--- config.mk ---
export PLATFORM = sky130hd
export DESIGN_NAME = sync_serial_port_regs
export DESIGN_NICKNAME = d
export VERILOG_FILES = /design/src/ssp_pkg.sv /design/src/frame_fifo.sv /design/src/serial_engine.sv /design/src/sync_serial_port_regs.sv
export SDC_FILE = /design/constraint.sdc
export NUM_CORES = 1
export LEC_CHECK = 0
export ABC_AREA = 1
export BUFFER_PORTS_ARGS = -buffer_cell sky130_fd_sc_hd__buf_2
export CORE_MARGIN = 8
export CORE_UTILIZATION = 55
export CTS_CLUSTER_SIZE = 12
export DETAILED_ROUTE_END_ITERATION = 12
export PLACE_DENSITY_LB_ADDON = 0.15
export SKIP_LAST_GASP = 1
export SYNTH_ARGS = -nofsm -noshare
export SYNTH_HDL_FRONTEND = slang
export SYNTH_SLANG_ARGS = --single-unit
--- constraint.sdc ---
create_clock -name pclk -period 3.4 [get_ports pclk]
set_clock_uncertainty 0.05 [all_clocks]
set_input_delay 0.17 -clock pclk [delete_from_list [all_inputs] [get_ports pclk]]
set_output_delay 0.17 -clock pclk [all_outputs]
set_load 0.1 [all_outputs]
--- src/ssp_pkg.sv ---
// package: register map, field layout and carriers of the serial port
package ssp_pkg;

   // ****************************************************************
   // instance bases and register offsets
   // ****************************************************************
   localparam logic [31:0] BASE_FIRST = 32'h4004_0000;
   localparam logic [31:0] BASE_SECOND = 32'h4005_8000;
   localparam logic [11:0] OFF_CTRL0 = 12'h000;
   localparam logic [11:0] OFF_CTRL1 = 12'h004;
   localparam logic [11:0] OFF_DATA = 12'h008;
   localparam logic [11:0] OFF_STAT = 12'h00C;
   localparam logic [11:0] OFF_PRESC = 12'h010;
   localparam logic [11:0] OFF_MASK = 12'h014;
   localparam logic [11:0] OFF_RAW = 12'h018;
   localparam logic [11:0] OFF_MSKD = 12'h01C;
   localparam logic [11:0] OFF_CLR = 12'h020;

   // ****************************************************************
   // reset values of the implemented bits
   // ****************************************************************
   localparam logic [15:0] CTRL0_RST = 16'h0000;
   localparam logic [2:0] CTRL1_RST = 3'h0;
   localparam logic [7:0] PRESC_RST = 8'h00;
   localparam logic [3:0] MASK_RST = 4'h0;

   // ****************************************************************
   // field positions
   // ****************************************************************
   localparam int C1_LOOP = 0;
   localparam int C1_EN = 1;
   localparam int C1_SLAVE = 2;
   localparam int ST_TX_EMPTY = 0;
   localparam int ST_TX_NFULL = 1;
   localparam int ST_RX_NEMPTY = 2;
   localparam int ST_RX_FULL = 3;
   localparam int ST_BUSY = 4;
   localparam int IRQ_OVERRUN = 0;
   localparam int IRQ_TIMEOUT = 1;
   localparam int IRQ_RX_HALF = 2;
   localparam int IRQ_TX_HALF = 3;

   // ****************************************************************
   // sizes and counts
   // ****************************************************************
   localparam int FRAME_W = 16;
   localparam int FIFO_DEPTH = 8;
   localparam int TIMEOUT_CYC = 64;

   // frame format codes, code 3 is not supported
   typedef enum logic [1:0] {
      FMT_SPI = 2'h0,
      FMT_SYNC = 2'h1,
      FMT_CMD = 2'h2
   } fmt_t;

   typedef enum logic [0:0] {
      ENG_IDLE = 1'h0,
      ENG_RUN = 1'h1
   } eng_state_t;

   // low 16 bits mirror control_zero, prescale divisor on top
   typedef struct packed {
      logic [7:0] prescale_divisor;
      logic [7:0] bit_rate_divider;
      logic capture_edge_phase;
      logic clock_idle_level;
      logic [1:0] frame_format;
      logic [3:0] frame_size_select;
   } serial_cfg_t;

endpackage : ssp_pkg

--- src/frame_fifo.sv ---
// file: frame fifo shared by transmit and receive paths
`timescale 1ns/1ps
module frame_fifo #(
   parameter int WIDTH = 16,
   parameter int DEPTH = 8
) (
   // clock and reset
   input wire logic clk,
   input wire logic rst_n,
   // fill side
   input wire logic push,
   input wire logic [WIDTH-1:0] push_data,
   // drain side
   input wire logic pop,
   output logic [WIDTH-1:0] pop_data,
   // levels
   output logic empty,
   output logic full,
   output logic [$clog2(DEPTH):0] count
);
   localparam int AW = $clog2(DEPTH);

   // pointer arithmetic needs a power of two depth
   generate
      if (DEPTH < 2 || (1 << AW) != DEPTH) begin : bad_depth
         $error("frame_fifo depth must be a power of two");
      end
   endgenerate

   logic [WIDTH-1:0] mem_q [DEPTH];
   logic [AW:0] wr_q;
   logic [AW:0] rd_q;
   logic do_push;
   logic do_pop;

   // pushes into a full fifo and pops of an empty one are dropped
   assign do_push = push && !full;
   assign do_pop = pop && !empty;
   assign empty = (wr_q == rd_q);
   assign full = (wr_q[AW] != rd_q[AW]) && (wr_q[AW-1:0] == rd_q[AW-1:0]);
   assign count = wr_q - rd_q;
   assign pop_data = mem_q[rd_q[AW-1:0]];

   // pointers
   always_ff @(posedge clk or negedge rst_n) begin
      if (!rst_n) begin
         wr_q <= '0;
         rd_q <= '0;
      end else begin
         if (do_push) wr_q <= wr_q + 1'b1;
         if (do_pop) rd_q <= rd_q + 1'b1;
      end
   end

   // storage has no reset, only the pointers matter
   always_ff @(posedge clk) begin
      if (do_push) mem_q[wr_q[AW-1:0]] <= push_data;
   end

endmodule : frame_fifo

--- src/serial_engine.sv ---
// file: master shift engine for one serial frame at a time
`timescale 1ns/1ps
module serial_engine (
   // clock and reset
   input wire logic clk,
   input wire logic rst_n,
   // configuration
   input wire logic run_en,
   input wire logic loop_back,
   input wire ssp_pkg::serial_cfg_t cfg,
   // transmit fifo head
   input wire logic tx_avail,
   input wire logic [15:0] tx_data,
   output logic tx_pop,
   // receive result
   output logic rx_push,
   output logic [15:0] rx_data,
   output logic busy,
   // pins
   output logic sck_q,
   output logic mosi_q,
   output logic ssel_q,
   input wire logic miso
);
   ssp_pkg::eng_state_t state_q;
   logic [6:0] pre_q;
   logic [7:0] rate_q;
   logic [4:0] edge_q;
   logic [15:0] tx_sh_q;
   logic [15:0] rx_sh_q;
   logic [6:0] half_div;
   logic tick;
   logic sample_edge;
   logic shift_edge;
   logic last_edge;
   logic in_bit;
   logic [4:0] last_idx;

   // half bit = divisor/2 * (rate+1) clocks, divisor of 0 or 1 acts as 2
   assign half_div = (cfg.prescale_divisor[7:1] == 7'h00) ? 7'h01
                     : cfg.prescale_divisor[7:1];
   assign tick = (state_q == ssp_pkg::ENG_RUN) && (pre_q == half_div - 7'h01)
                 && (rate_q == cfg.bit_rate_divider);
   assign sample_edge = tick && (edge_q[0] == cfg.capture_edge_phase);
   assign shift_edge = tick && (edge_q[0] != cfg.capture_edge_phase)
                       && !(cfg.capture_edge_phase && edge_q == 5'h00);
   assign last_idx = {cfg.frame_size_select, 1'b1};
   assign last_edge = tick && (edge_q == last_idx);
   assign in_bit = loop_back ? mosi_q : miso;
   assign busy = (state_q == ssp_pkg::ENG_RUN);
   assign tx_pop = (state_q == ssp_pkg::ENG_IDLE) && run_en && tx_avail;
   assign rx_data = rx_sh_q;

   // frame sequencing and rate dividers
   always_ff @(posedge clk or negedge rst_n) begin
      if (!rst_n) begin
         state_q <= ssp_pkg::ENG_IDLE;
         pre_q <= 7'h00;
         rate_q <= 8'h00;
         edge_q <= 5'h00;
         rx_push <= 1'b0;
      end else begin
         rx_push <= last_edge;
         case (state_q)
            ssp_pkg::ENG_IDLE: begin
               pre_q <= 7'h00;
               rate_q <= 8'h00;
               edge_q <= 5'h00;
               if (tx_pop) state_q <= ssp_pkg::ENG_RUN;
            end
            ssp_pkg::ENG_RUN: begin
               if (pre_q == half_div - 7'h01) begin
                  pre_q <= 7'h00;
                  rate_q <= tick ? 8'h00 : rate_q + 8'h01;
               end else begin
                  pre_q <= pre_q + 7'h01;
               end
               if (tick) edge_q <= edge_q + 5'h01;
               if (last_edge) state_q <= ssp_pkg::ENG_IDLE;
            end
            default: state_q <= ssp_pkg::ENG_IDLE;
         endcase
      end
   end

   // shifters and pins; only the low frame bits are sent
   always_ff @(posedge clk or negedge rst_n) begin
      if (!rst_n) begin
         tx_sh_q <= 16'h0000;
         rx_sh_q <= 16'h0000;
         sck_q <= 1'b0;
         mosi_q <= 1'b0;
         ssel_q <= 1'b0;
      end else begin
         if (tx_pop) begin
            tx_sh_q <= tx_data;
            rx_sh_q <= 16'h0000;
            mosi_q <= tx_data[cfg.frame_size_select];
         end
         if (shift_edge) begin
            tx_sh_q <= {tx_sh_q[14:0], 1'b0};
            mosi_q <= tx_sh_q[cfg.frame_size_select - 4'h1];
         end
         if (sample_edge) rx_sh_q <= {rx_sh_q[14:0], in_bit};
         // idle level of the clock, plain high-true otherwise
         if (cfg.frame_format != ssp_pkg::FMT_SPI) sck_q <= tick ? !sck_q : 1'b0;
         else if (!busy) sck_q <= cfg.clock_idle_level;
         else if (tick) sck_q <= !sck_q;
         // select polarity follows the frame format
         if (cfg.frame_format == ssp_pkg::FMT_SYNC) ssel_q <= tx_pop;
         else ssel_q <= !(tx_pop || (busy && !last_edge));
      end
   end

endmodule : serial_engine

--- src/sync_serial_port_regs.sv ---
// file: register interface and top of the synchronous serial port
//
// Chosen here: the APB slave port.
`timescale 1ns/1ps
module sync_serial_port_regs #(
   parameter logic [31:0] BASE_ADDR = ssp_pkg::BASE_FIRST
) (
   // clock and reset
   input wire logic pclk,
   input wire logic presetn,
   // apb slave
   input wire logic psel,
   input wire logic penable,
   input wire logic pwrite,
   input wire logic [31:0] paddr,
   input wire logic [31:0] pwdata,
   output logic [31:0] prdata,
   output logic pready,
   output logic pslverr,
   // serial pins
   output logic sck_o,
   output logic sck_oe,
   output logic mosi_o,
   output logic mosi_oe,
   output logic ssel_o,
   output logic ssel_oe,
   input wire logic miso_i,
   // interrupt
   output logic irq
);

   // ****************************************************************
   // elaboration checks
   // ****************************************************************
   // only the two documented bases are served
   generate
      if (BASE_ADDR != ssp_pkg::BASE_FIRST &&
          BASE_ADDR != ssp_pkg::BASE_SECOND) begin : bad_base
         $error("base address must be one of the two instance bases");
      end
   endgenerate

   // ****************************************************************
   // declarations
   // ****************************************************************
   localparam int CW = $clog2(ssp_pkg::FIFO_DEPTH) + 1;

   logic [15:0] ctrl0_q;
   logic [2:0] ctrl1_q;
   logic [7:0] presc_q;
   logic [3:0] mask_q;
   logic [1:0] latched_q;
   logic [6:0] idle_cnt_q;
   logic [31:0] prdata_q;
   logic pready_q;
   logic pslverr_q;
   logic irq_q;
   logic sck_oe_q;
   logic mosi_oe_q;

   ssp_pkg::serial_cfg_t cfg;
   logic setup;
   logic done;
   logic wr_done;
   logic rd_done;
   logic [11:0] offset;
   logic base_hit;
   logic mapped;
   logic [15:0] frame_mask;
   logic [15:0] tx_head;
   logic [15:0] rx_head;
   logic [15:0] rx_frame;
   logic tx_empty;
   logic tx_full;
   logic rx_empty;
   logic rx_full;
   logic [CW-1:0] tx_count;
   logic [CW-1:0] rx_count;
   logic tx_push;
   logic tx_pop;
   logic rx_push;
   logic rx_pop;
   logic busy;
   logic run_en;
   logic overrun_set;
   logic timeout_set;
   logic [3:0] raw;
   logic [3:0] masked;
   logic [4:0] status;
   logic [31:0] rd_word;
   logic [1:0] clr_bits;

   // ****************************************************************
   // decode helpers
   // ****************************************************************
   // one function serves both the access strobes and the error answer
   function automatic logic is_mapped(input logic [11:0] off);
      logic hit;
      hit = 1'b0;
      case (off)
         ssp_pkg::OFF_CTRL0, ssp_pkg::OFF_CTRL1, ssp_pkg::OFF_DATA,
         ssp_pkg::OFF_STAT, ssp_pkg::OFF_PRESC, ssp_pkg::OFF_MASK,
         ssp_pkg::OFF_RAW, ssp_pkg::OFF_MSKD, ssp_pkg::OFF_CLR: hit = 1'b1;
         default: hit = 1'b0;
      endcase
      return hit;
   endfunction : is_mapped

   function automatic logic is_reg(input logic [11:0] off,
                                   input logic [11:0] want);
      return off == want;
   endfunction : is_reg

   // ****************************************************************
   // apb transfer phases
   // ****************************************************************
   // the answer is taken at the first access edge, pready set in setup
   assign setup = psel && !penable;
   assign done = psel && penable && pready_q;
   assign offset = paddr[11:0];
   // both instances share the same offsets under their own base
   assign base_hit = (paddr[31:12] == BASE_ADDR[31:12]);
   assign mapped = base_hit && is_mapped(offset);
   assign wr_done = done && pwrite && mapped;
   assign rd_done = done && !pwrite && mapped;

   // ****************************************************************
   // data path between bus and fifos
   // ****************************************************************
   assign cfg = {presc_q, ctrl0_q};
   // a field value of n keeps n plus one low bits
   assign frame_mask = 16'hFFFF >> (4'hF - cfg.frame_size_select);
   // push on write, pop on read of the data port
   assign tx_push = wr_done && is_reg(offset, ssp_pkg::OFF_DATA);
   assign rx_pop = rd_done && is_reg(offset, ssp_pkg::OFF_DATA);
   // engine runs only when enabled as master
   assign run_en = ctrl1_q[ssp_pkg::C1_EN] && !ctrl1_q[ssp_pkg::C1_SLAVE];

   frame_fifo #(
      .WIDTH(ssp_pkg::FRAME_W),
      .DEPTH(ssp_pkg::FIFO_DEPTH)
   ) tx_fifo (
      .clk(pclk),
      .rst_n(presetn),
      .push(tx_push),
      // upper bits beyond the frame are dropped on write
      .push_data(pwdata[15:0] & frame_mask),
      .pop(tx_pop),
      .pop_data(tx_head),
      .empty(tx_empty),
      .full(tx_full),
      .count(tx_count)
   );

   frame_fifo #(
      .WIDTH(ssp_pkg::FRAME_W),
      .DEPTH(ssp_pkg::FIFO_DEPTH)
   ) rx_fifo (
      .clk(pclk),
      .rst_n(presetn),
      .push(rx_push),
      .push_data(rx_frame),
      .pop(rx_pop),
      .pop_data(rx_head),
      .empty(rx_empty),
      .full(rx_full),
      .count(rx_count)
   );

   serial_engine engine (
      .clk(pclk),
      .rst_n(presetn),
      .run_en(run_en),
      .loop_back(ctrl1_q[ssp_pkg::C1_LOOP]),
      .cfg(cfg),
      .tx_avail(!tx_empty),
      .tx_data(tx_head),
      .tx_pop(tx_pop),
      .rx_push(rx_push),
      .rx_data(rx_frame),
      .busy(busy),
      .sck_q(sck_o),
      .mosi_q(mosi_o),
      .ssel_q(ssel_o),
      .miso(miso_i)
   );

   // ****************************************************************
   // status and interrupt sources
   // ****************************************************************
   // empty and not-full make 3 after reset
   assign status = {busy, rx_full, !rx_empty, !tx_full, tx_empty};
   // a frame arriving at a full receive fifo is lost and flagged
   assign overrun_set = rx_push && rx_full;
   assign timeout_set = !rx_empty &&
      (idle_cnt_q == 7'(ssp_pkg::TIMEOUT_CYC - 1));
   // transmit half-empty is live, so raw reads 8 out of reset
   assign raw = {
      (tx_count <= CW'(ssp_pkg::FIFO_DEPTH / 2)),
      (rx_count >= CW'(ssp_pkg::FIFO_DEPTH / 2)),
      latched_q
   };
   // masked view of the raw conditions
   assign masked = raw & mask_q;
   // writes of one to the clear register drop latched conditions
   assign clr_bits = (wr_done && is_reg(offset, ssp_pkg::OFF_CLR))
                     ? pwdata[1:0] : 2'h0;

   // ****************************************************************
   // read mux
   // ****************************************************************
   // unused upper bits read as zero
   always_comb begin
      rd_word = 32'h0000_0000;
      case (offset)
         ssp_pkg::OFF_CTRL0: rd_word[15:0] = ctrl0_q;
         ssp_pkg::OFF_CTRL1: rd_word[2:0] = ctrl1_q;
         ssp_pkg::OFF_DATA: rd_word[15:0] = rx_empty ? 16'h0000 : rx_head;
         ssp_pkg::OFF_STAT: rd_word[4:0] = status;
         ssp_pkg::OFF_PRESC: rd_word[7:0] = presc_q;
         ssp_pkg::OFF_MASK: rd_word[3:0] = mask_q;
         ssp_pkg::OFF_RAW: rd_word[3:0] = raw;
         ssp_pkg::OFF_MSKD: rd_word[3:0] = masked;
         default: rd_word = 32'h0000_0000;
      endcase
      if (!base_hit) rd_word = 32'h0000_0000;
   end

   // ****************************************************************
   // bus answer
   // ****************************************************************
   // answer is prepared in the setup cycle and held through access
   always_ff @(posedge pclk or negedge presetn) begin
      if (!presetn) begin
         pready_q <= 1'b0;
         pslverr_q <= 1'b0;
         prdata_q <= 32'h0000_0000;
      end else begin
         pready_q <= setup;
         pslverr_q <= setup && !mapped;
         if (setup) prdata_q <= pwrite ? 32'h0000_0000 : rd_word;
      end
   end

   // ****************************************************************
   // software registers
   // ****************************************************************
   // control and mask registers reset to zero
   always_ff @(posedge pclk or negedge presetn) begin
      if (!presetn) begin
         ctrl0_q <= ssp_pkg::CTRL0_RST;
         ctrl1_q <= ssp_pkg::CTRL1_RST;
         presc_q <= ssp_pkg::PRESC_RST;
         mask_q <= ssp_pkg::MASK_RST;
      end else if (wr_done) begin
         // sizes 0 to 2 are stored as written, software avoids them
         if (is_reg(offset, ssp_pkg::OFF_CTRL0)) ctrl0_q <= pwdata[15:0];
         // loop back, enable and slave select
         if (is_reg(offset, ssp_pkg::OFF_CTRL1)) ctrl1_q <= pwdata[2:0];
         // low bit stored as written, the engine ignores it so the divisor is always even
         if (is_reg(offset, ssp_pkg::OFF_PRESC)) presc_q <= pwdata[7:0];
         if (is_reg(offset, ssp_pkg::OFF_MASK)) mask_q <= pwdata[3:0];
      end
   end

   // ****************************************************************
   // latched interrupt conditions
   // ****************************************************************
   // set wins over a clear in the same cycle, so no event is lost
   always_ff @(posedge pclk or negedge presetn) begin
      if (!presetn) begin
         latched_q <= 2'h0;
         idle_cnt_q <= 7'h00;
      end else begin
         latched_q <= (latched_q & ~clr_bits) | {timeout_set, overrun_set};
         // idle time restarts on any receive fifo activity
         if (rx_push || rx_pop || rx_empty || timeout_set) idle_cnt_q <= 7'h00;
         else idle_cnt_q <= idle_cnt_q + 7'h01;
      end
   end

   // ****************************************************************
   // registered outputs
   // ****************************************************************
   // slave role is not driven here, so the pins are released then
   always_ff @(posedge pclk or negedge presetn) begin
      if (!presetn) begin
         irq_q <= 1'b0;
         sck_oe_q <= 1'b0;
         mosi_oe_q <= 1'b0;
      end else begin
         irq_q <= |masked;
         sck_oe_q <= run_en;
         mosi_oe_q <= run_en;
      end
   end

   assign prdata = prdata_q;
   assign pready = pready_q;
   assign pslverr = pslverr_q;
   assign irq = irq_q;
   assign sck_oe = sck_oe_q;
   assign mosi_oe = mosi_oe_q;
   assign ssel_oe = sck_oe_q;

endmodule : sync_serial_port_regs

==> impl_metrics.py, run 1 <==
metrics = {
    "pwr": {
        "p_per_area_nw_per_um2": 471,
        "p_leak_nw": 8.37,
        "peakVddDrop_mv": 0.467,
    },
    "timing": {
        "fmax_mhz": 348,
        "layout_min_cycle_time_ps": 2870,
        "finalMaxSlewViolations": 0,
        "fin_crit_sh_pct": 84.5,
        "slew_headroom_pct": 46.1,
        "fin_ws_ps": 528,
        "hold_viol_final": 0,
        "tightest_slew_ps": 805,
        "rsz0062_at_grt": "no",
        "holdWs_ps": 66.8,
        "setup-violations-final": 0,
        "fin_tns_setup_ps": 0,
    },
    "worst_hold_path": {
        "min_from": "paddr[12]",
        "holdCritPathClass": "in -> reg",
        "min_to": "prdata[1]$_DFFE_PN0P_",
        "min_path_cells": 8,
    },
    "setup_path": {
        "timing.rr.start": "presc_q[4]$_DFFE_PN0P_",
        "reg2reg_depth": 15,
        "required_ps": 3830,
        "start_kind": "register",
        "path_max_fanout": 17,
        "r2r_slack_ps": 530,
        "path_class": "reg -> reg",
        "cp.arrival_ps": 3300,
        "cp-end-kind": "register",
        "rr_endpoint": "engine.rx_data[5]$_DFFE_PN0P_",
    },
    "route": {
        "ant_nets": 0,
        "top_signal_layer_used": "met4",
        "wl_mm": 46.0,
        "drcViolationCount": 0,
        "met2_length_mm": 22.1,
        "routedWlPerCell_um": 18.8,
        "first_iter_violations": 1174,
        "firstDrtPassIters": 5,
        "wl_met1_mm": 19.7,
        "routed-via-count": 13500,
        "wl_met3_mm": 3.04,
        "vias_per_cell": 5.50,
    },
    "clock_tree": {
        "cts.htree.levels": 2,
        "ctsResizeCount": 0,
        "clock_latency_ps": 540,
        "ctsLongestPathBuffers": 3,
        "clock_sinks": 389,
        "cts_buffers": 41,
        "cts_tree": "done",
        "clock-root-buffer": "clkbuf_16",
        "post_cts_buffers": 0,
        "clk_pin_slew_worst_paths_ps": 60,
        "hold_buffers": 20,
    },
    "global_route": {
        "grt_pass1_vias": 12900,
        "grt_usage_pct": 23.6,
        "grt_pass1_wl_mm": 71.8,
        "antenna_found_initial": 0,
        "grt_start_max_net_pins": 80,
        "overflow": 0,
    },
    "yosys": {
        "synth.distinct_cells": 47,
        "ys_ff_latch": 389,
        "synth_area_um2": 17900,
        "syn_avg_cell_area_um2": 9.61,
        "syn_inst": 1862,
        "synth_seq_area_share_pct": 61.5,
        "ys.warnings.count": 0,
    },
    "placement": {
        "io_buffers": 78,
        "dp_worst_setup_slack_ps": 604,
        "routabilityCongestion": 0.893,
        "dp_hpwl_mm": 29.1,
    },
    "finish": {
        "fin_nets": 2064,
        "synthToLayoutAreaGrowth_pct": 13.5,
        "antenna_cells": 0,
        "final_common_cell": "nand2_1",
        "drive_above_1_share_pct": 10.1,
        "layout_common_cells": "nand2_1 (427), edfxtp_1 (256), nor2_1 (243)",
    },
    "floorplan": {
        "rows": 66,
        "io-pin-count": 111,
        "start_util_pct": 55.4,
        "die_height_um": 196,
        "die_x_um": 196,
        "core_um2": 32300,
        "die_area_um2": 38600,
    },
    "outcome": {
        "status": "complete, no violations",
    },
    "flow_run": {
        "drv_cap": 0,
    },
}
==> Yosys cell counts, drive strengths merged <==
cell,n,area (um2)
a21oi,19,95.1
edfxtp,256,7690
clkinv,3,11.3
conb,1,3.75
buf,35,236
clkbuf,55,206
a21boi,3,22.5
a211oi,1,7.51
nand3,163,838
nand2b,1,6.26
o21a,1,7.51
a22oi,8,60.1
nand2,429,1620
o22ai,28,175
xor2,22,193
ha,20,250
nor4,7,43.8
xnor2,14,123
o211ai,22,165
nor3b,2,15.0
dfrtp,133,3330
nor2,250,977
inv,174,653
and3,4,25.0
a31oi,1,6.26
o221ai,4,35.0
or3,1,6.26
o21ai,166,831
nor3,14,90.1
o2111ai,3,26.3
o31ai,4,30.0
nand4,15,100
nand3b,3,22.5
==> metrics by stage <==
step | total power [W] | std cells | util [%] | area [um2]
2_1_floorplan | 0.00526 | 1877 | - | 18000
3_3_place_gp | 0.00535 | 2353 | 58.3 | 18800
5_1_grt | 0.00983 | 2448 | 62.9 | 20300
6_report | 0.00957 | 2448 | 62.9 | 20300
4_1_cts | 0.00964 | 2448 | 62.9 | 20300
3_5_place_dp | 0.00536 | 2353 | 58.3 | 18800
==> sequential cells by signal (all words and copies together), names as in the netlist, 2 cells and up <==
register        count
engine.tx_sh_q     16
tx_fifo.rd_q        4
engine.pre_q        7
latched_q           2
rx_fifo.rd_q        4
rx_fifo.wr_q        4
engine.rx_data     16
rx_fifo.mem_q     128
presc_q             8
engine.rate_q       8
engine.edge_q       5
prdata             16
mask_q              4
ctrl1_q             3
ctrl0_q            16
tx_fifo.wr_q        4
idle_cnt_q          7
tx_fifo.mem_q     128
==> per-layer routing <==
metal	GRT usage [%]	vias up
met1	31.8	6514
li1	-	6458
met3	4.38	78
met5	0	-
met4	6.46	0
met2	39.1	419
==> critical path, stage by stage (launching register included) <==
cell	delay, ps
dfrtp_1	480
nor2_1	140
nand3_1	180
nand2_1	130
inv_1	50
ha_1	300
xor2_1	120
o21ai_0	90
nor2_1	100
nand3_1	150
nor2_4	240
nand2_2	180
inv_2	120
buf_4	260
nand3_1	130
nand2_1	90
==> worst max-delay path by stage <==
stage / startpoint / endpoint / slack (ps)
CTS: presc_q[4]$_DFFE_PN0P_ / engine.rx_data[5]$_DFFE_PN0P_ / 530
detailed placement: presc_q[4]$_DFFE_PN0P_ / engine.rx_data[15]$_DFFE_PN0P_ / 600
global placement: presc_q[5]$_DFFE_PN0P_ / engine.rx_data[15]$_DFFE_PN0P_ / 640
global route: presc_q[5]$_DFFE_PN0P_ / engine.rx_data[5]$_DFFE_PN0P_ / 290
finish: presc_q[4]$_DFFE_PN0P_ / engine.rx_data[5]$_DFFE_PN0P_ / 530
floorplan: tx_fifo.rd_q[2]$_DFFE_PN0P_ / tx_fifo.mem_q[0][0]$_DFFE_PP_ / 200
==> final cells by class <==
type | count | area (um2)
repair buffers | 144 | 955
flip-flops and latches | 389 | 11000
multi-input cells | 1221 | 5850
clock inverters | 12 | 110
clock buffers | 63 | 1160
fillers | 2674 | 12000
inverters | 177 | 664
well taps | 442 | 553
==> logic make-up after synthesis <==
logic type,Yosys count,share of synthesized area (%)
AOI/OAI and AO/OA,260,8.17
buffers and inverters,267,6.19
xor gates and xnor gates,36,1.76
and+or+nand+nor,889,20.9
DFF,389,61.5
other,1,0.0210
adders and majority gates,20,1.40
==> power breakdown <==
part / switching [W] / leakage, nW / internal [W] / total [W]
sequential: 0.000000609 / 3.60 / 0.00503 / 0.00503
clock: 0.00178 / 0.612 / 0.00250 / 0.00429
combinational: 0.000198 / 4.16 / 0.0000540 / 0.000252
No activity file was read; power rests on OpenSTA's default activity.
==> inputs of run 2 (changes only) <==
Settings changed: CORE_UTILIZATION 55 to 61.
Clock period 3.4 ns to 2.81 ns, I/O delays scaled along.
==> run 2 against run 1 <==
  * Count of clock-buffer cells in the layout rose by 6
  * Sequential share of layout area down 0.61 points
  * Total power grew 19%
  * Sequential power is 21% higher
  * Core utilization up 8.5 points
  * Critical path type unchanged
  * Critical endpoint is now engine.rx_data[2]$_DFFE_PN0P_
==> impl_metrics.py, run 2 (synthesis results as in run 1) <==
metrics = {
    "outcome": {
        "status": "complete, no violations",
    },
    "timing": {
        "fmax_mhz": 383,
        "slew_headroom_pct": 47.4,
        "fin_ws_ps": 199,
        "rsz0062_at_grt": "yes",
        "finalMaxSlewViolations": 0,
        "fin_tns_setup_ps": 0,
        "layout_min_cycle_time_ps": 2610,
        "hold_viol_final": 0,
        "fin_crit_sh_pct": 92.9,
        "tightest_slew_ps": 786,
        "setup-violations-final": 0,
    },
    "placement": {
        "dp_worst_setup_slack_ps": 199,
        "post_dp_cell_area_um2": 19100,
        "routabilityCongestion": 0.905,
        "io_buffers": 78,
        "dp_hpwl_mm": 28.9,
    },
    "setup_path": {
        "endpoint": "engine.rx_data[2]$_DFFE_PN0P_",
        "reg2reg_depth": 15,
        "required_ps": 3170,
        "critPathLaunch": "presc_q[3]$_DFFE_PN0P_",
        "path_max_fanout": 17,
        "cp-end-kind": "register",
        "cp.arrival_ps": 2970,
        "timing.rr.start": "presc_q[3]$_DFFE_PN0P_",
        "path_class": "reg -> reg",
        "start_kind": "register",
        "r2r_slack_ps": 200,
        "rr_endpoint": "engine.rx_data[2]$_DFFE_PN0P_",
    },
    "global_route": {
        "overflow": 0,
        "antenna_found_initial": 1,
        "grt_pass1_vias": 13100,
        "grt_usage_pct": 24.9,
        "grt_start_max_net_pins": 81,
        "grt_pass1_wl_mm": 70.1,
    },
    "floorplan": {
        "rows": 62,
        "die_height_um": 187,
        "core_um2": 28800,
        "io-pin-count": 111,
        "start_util_pct": 62.2,
        "die_x_um": 187,
        "die_area_um2": 35100,
    },
    "clock_tree": {
        "clock_sinks": 389,
        "ctsLongestPathBuffers": 3,
        "cts.htree.levels": 2,
        "clock-root-buffer": "clkbuf_16",
        "clk_pin_slew_worst_paths_ps": 60,
        "clock_latency_ps": 540,
        "cts_tree": "done",
        "cts_buffers": 41,
    },
    "route": {
        "ant_nets": 0,
        "routedWlPerCell_um": 18.5,
        "routed-via-count": 13600,
        "firstDrtPassIters": 6,
        "drcViolationCount": 0,
        "wl_mm": 44.4,
        "vias_per_cell": 5.64,
        "first_iter_violations": 1274,
    },
    "finish": {
        "antenna_cells": 0,
        "fin_nets": 2078,
        "synthToLayoutAreaGrowth_pct": 14.8,
        "layout_common_cells": "nand2_1 (426), edfxtp_1 (256), nor2_1 (227)",
        "post-route-util_pct": 71.4,
        "final_area_um2": 20500,
        "drive_above_1_share_pct": 11.7,
        "final_common_cell": "nand2_1",
    },
    "pwr": {
        "power_w": 0.0114,
        "p_per_area_nw_per_um2": 556,
        "p_leak_nw": 8.49,
        "peakVddDrop_mv": 0.639,
    },
    "flow_run": {
        "drv_cap": 0,
    },
    "worst_hold_path": {
        "holdCritPathClass": "in -> reg",
    },
}
run 2: cell count changes in the layout (fill, tap and decap cells not counted), moves of 5 or more:
cell / change
nor2_4: +5
clkbuf_8: +6
nor2_2: +11
nor2_1: -16
clkinv_1: -5
buf_12: +11
run 2: what timing repair did:
item	in CTS	in global routing
endpoints found under the hold margin	123	0
resized for setup	0	4
endpoints found under the setup margin	0	28
setup buffers	0	1
hold buffers	21	0
run 2: worst max-delay path, cell delays in order (launching register included):
cell and delay, ps:
dfrtp_1 420, nor2_2 140, nand3_1 110, nand2_1 90, inv_1 40, ha_1 290, xor2_1 130, o21ai_0 100
nor2_1 100, nand3_1 150, nor2_4 260, nand2_4 120, inv_2 110, nand2_4 150, nand3_1 130, nand2_1 80
run 2: metrics by stage:
stage                     cells  hold WS (ps)
after floorplan            1877          -205
after global placement     2307           190
after detailed placement   2307           188
after CTS                  2404          11.6
after global routing       2405          94.9
final                      2405          28.8
run 2: per-layer routing:
layer	track usage [%]	routed length, um	part of all wire [%]
met2	41.8	21700	49
met4	9.10	1430	3.2
met5	0	0	0
met3	3.73	3070	6.9
met1	32.5	18200	41
run 2: how the worst min path moves through the flow:
stage,from,to,slack (ps),depth (start not counted)
floorplan,presetn,ctrl0_q[0]$_DFFE_PN0P_,-210,0
global placement,presetn,engine.pre_q[3]$_DFF_PN0_,190,1
detailed placement,presetn,engine.pre_q[3]$_DFF_PN0_,190,1
CTS,paddr[31],pslverr$_DFF_PN0_,10,5
global route,paddr[31],pslverr$_DFF_PN0_,90,5
finish,paddr[29],pslverr$_DFF_PN0_,30,5
run 2: cell type report:
class                           instances  area [um2]
Multi-Input combinational cell       1221        5910
Clock inverter                          7        60.1
Tap cell                              384         480
Fill cell                            2100        8240
Inverter                              177         666
Sequential cell                       389       11000
Timing Repair Buffer                  158        1200
Clock buffer                           69        1200
run 2: report_power, final:
group | leakage (nW) | switching (W) | internal [W] | total (W)
registers | 3.60 | 0.000000502 | 0.00609 | 0.00609
logic | 4.27 | 0.000239 | 0.0000676 | 0.000307
clock network | 0.612 | 0.00212 | 0.00292 | 0.00503
==> inputs of run 3 (changes only) <==
--- a/config.mk
+++ b/config.mk
@@ -12,4 +12,5 @@
 export CTS_CLUSTER_SIZE = 12
 export DETAILED_ROUTE_END_ITERATION = 12
+export GPL_TIMING_DRIVEN = 0
 export PLACE_DENSITY_LB_ADDON = 0.15
 export SKIP_LAST_GASP = 1
==> constraint.sdc (replaced) <==
create_clock -name pclk -period 2.81 [get_ports pclk]
set_clock_uncertainty 0.05 [all_clocks]
set_input_delay 0.281 -clock pclk [delete_from_list [all_inputs] [get_ports pclk]]
set_output_delay 0.281 -clock pclk [all_outputs]
set_load 0.1 [all_outputs]
==> run 3 against run 2 <==
  * Sequential share of layout area shrank 1.6 points
  * Largest cell class unchanged
  * Via count increased by 7.3%
  * Register-to-register slack worse by 140 ps
  * Count of clock-buffer cells in the layout shrank 3
  * Sequential cell count unchanged
  * Largest power group unchanged
  * Critical path type unchanged
  * Core utilization grew 2.2 points
==> impl_metrics.py, run 3 (synthesis results as in run 1) <==
metrics = {
    "setup_path": {
        "cp_top_family": "simple AND/OR/NAND/NOR gates",
        "cp_num_cells": 13,
        "start_kind": "register",
        "slowest_delay_ps": 420,
        "path_class": "reg -> reg",
        "critPathBufInv": 5,
        "cp.arrival_ps": 2950,
        "required_ps": 3010,
        "critPathMostFrequentCell": "nor2_1",
        "reg2reg_depth": 13,
        "path_max_fanout": 10,
        "slowest_stage": "dfrtp_2",
        "cp-end-kind": "register",
        "cp_cell_sequence": "clkinvlp_4 > buf_6 > ha_4 > nand2_2 > nor2_1 > nand2_1 > inv_1 > nor2_1 > nand4_1 > inv_2 > nand2_4 > nor2_4 > clkbuf_16",
    },
    "route": {
        "routed-via-count": 14600,
        "ant_nets": 0,
        "firstDrtPassIters": 6,
        "first_iter_violations": 1890,
        "wl_mm": 50.7,
        "vias_per_cell": 5.89,
        "drcViolationCount": 0,
        "routedWlPerCell_um": 20.5,
    },
    "placement": {
        "routabilityCongestion": 0.945,
        "dp_hpwl_mm": 33.3,
        "post_dp_cell_area_um2": 18900,
        "io_buffers": 78,
        "placed_cells": 2340,
    },
    "floorplan": {
        "core_um2": 28800,
        "die_area_um2": 35100,
        "io-pin-count": 111,
        "start_util_pct": 62.2,
        "die_x_um": 187,
        "rows": 62,
        "die_height_um": 187,
    },
    "timing": {
        "tightest_slew_ps": 1330,
        "setup-violations-final": 0,
        "fin_crit_sh_pct": 97.9,
        "finalMaxSlewViolations": 0,
        "fmax_mhz": 364,
        "layout_min_cycle_time_ps": 2750,
        "slew_headroom_pct": 10.4,
        "hold_viol_final": 0,
    },
    "worst_hold_path": {
        "min_path_cells": 3,
        "holdCritPathClass": "in -> reg",
    },
    "global_route": {
        "grt_usage_pct": 28.0,
        "grt_use_met1_pct": 37.0,
        "grt_pass1_vias": 13800,
        "antenna_found_initial": 2,
        "grt_start_max_net_pins": 89,
        "overflow": 0,
        "grt_most_used_layer": "met2",
        "grt_pass1_wl_mm": 77.6,
        "met2_usage_pct": 45.7,
        "gr-usage-met3_pct": 5.03,
    },
    "pwr": {
        "p_per_area_nw_per_um2": 555,
        "p_leak_nw": 8.69,
        "peakVddDrop_mv": 0.585,
    },
    "finish": {
        "drive_above_1_share_pct": 13.3,
        "layout_common_cells": "nand2_1 (421), edfxtp_1 (256), nor2_1 (225)",
        "final_common_cell": "nand2_1",
        "synthToLayoutAreaGrowth_pct": 18.3,
        "fin_nets": 2143,
        "stdcell_count": 2471,
        "final_area_um2": 21200,
    },
    "clock_tree": {
        "ctsLongestPathBuffers": 3,
        "cts_tree": "done",
        "cts_buffers": 42,
        "clock-root-buffer": "clkbuf_16",
        "clock_latency_ps": 540,
        "clock_sinks": 389,
        "cts.htree.levels": 2,
        "clk_pin_slew_worst_paths_ps": 60,
    },
    "outcome": {
        "status": "complete, no violations",
    },
    "flow_run": {
        "drv_cap": 0,
    },
}
run 3: cell count changes in the layout (fill, tap and decap cells not counted), sizes merged, moves of 2 or more:
cell / change
dlygate4sd3: -9
bufinv: +2
clkbuf: +48
buf: +22
clkinvlp: +5
clkinv: -3
run 3: path summary, 6_finish.rpt:
path / startpoint / endpoint / slack, ps
max in group asynchronous: presetn / tx_fifo.rd_q[2]$_DFFE_PN0P_ / 1700
worst min register to register: idle_cnt_q[0]$_DFF_PN0_ / idle_cnt_q[0]$_DFF_PN0_ / 410
worst min-delay path: pwdata[11] / ctrl0_q[11]$_DFFE_PN0P_ / 20
min in group asynchronous: presetn / engine.pre_q[2]$_DFF_PN0_ / 190
worst max-delay path: tx_fifo.rd_q[1]$_DFFE_PN0P_ / tx_fifo.mem_q[6][6]$_DFFE_PP_ / 60
worst max register to register: tx_fifo.rd_q[1]$_DFFE_PN0P_ / tx_fifo.mem_q[6][6]$_DFFE_PP_ / 60
run 3: area by class of cell:
class                   count  area (um2)
diodes                      1        2.50
clock inverters            11         116
plain buffers              85         443
multi-input cells        1221        6070
inverters                 177         698
fillers                  1986        7600
clock buffers              66        1210
repair buffers            137        1140
well taps                 384         480
flip-flops and latches    389       11000
run 3: metal layers:
metal  up-vias  wire [um]  share of wire [%]
li1       6622          -                  -
met1      6963      19700                 39
met2       816      24300                 48
met3       151       4890                9.6
met4         2       1920                3.8
met5         -         13              0.026
run 3: worst register-to-register path: cells and delay by family, from the launching register on:
kind                     cells  cell delay, ps
flip-flops                   1             420
buffers and inverters        5             830
adder cells (fa/ha/maj)      1             260
AND/OR/NAND/NOR              7             900
run 3: metrics by stage:
step	util (%)	setup WS [ps]	total power, W	TNS [ps]	hold WS, ps
5_1_grt	73.6	-64.7	0.0120	-1240	18.0
6_report	73.6	60.1	0.0118	0	15.8
2_1_floorplan	-	-115	0.00636	-19260	-64.6
3_3_place_gp	65.7	-1420	0.00649	-408160	395
3_5_place_dp	65.8	-1570	0.00650	-385160	183
4_1_cts	72.7	5.52	0.0118	0	3.81
run 3: report_power, final:
| group | switching [W] | internal, W |
|---|---|---|
| Clock | 0.00221 | 0.00315 |
| Sequential | 0.000000519 | 0.00608 |
| Combinational | 0.000242 | 0.0000711 |
run 3: timing repair:
| action | in CTS | in global routing |
|---|---|---|
| gates cloned | 0 | 2 |
| pin swaps | 18 | 8 |
| hold buffers | 12 | 0 |
| gates resized for setup | 35 | 29 |
| endpoints found under the hold margin | 57 | 0 |
| setup endpoints to repair | 348 | 304 |
| setup buffers | 32 | 12 |
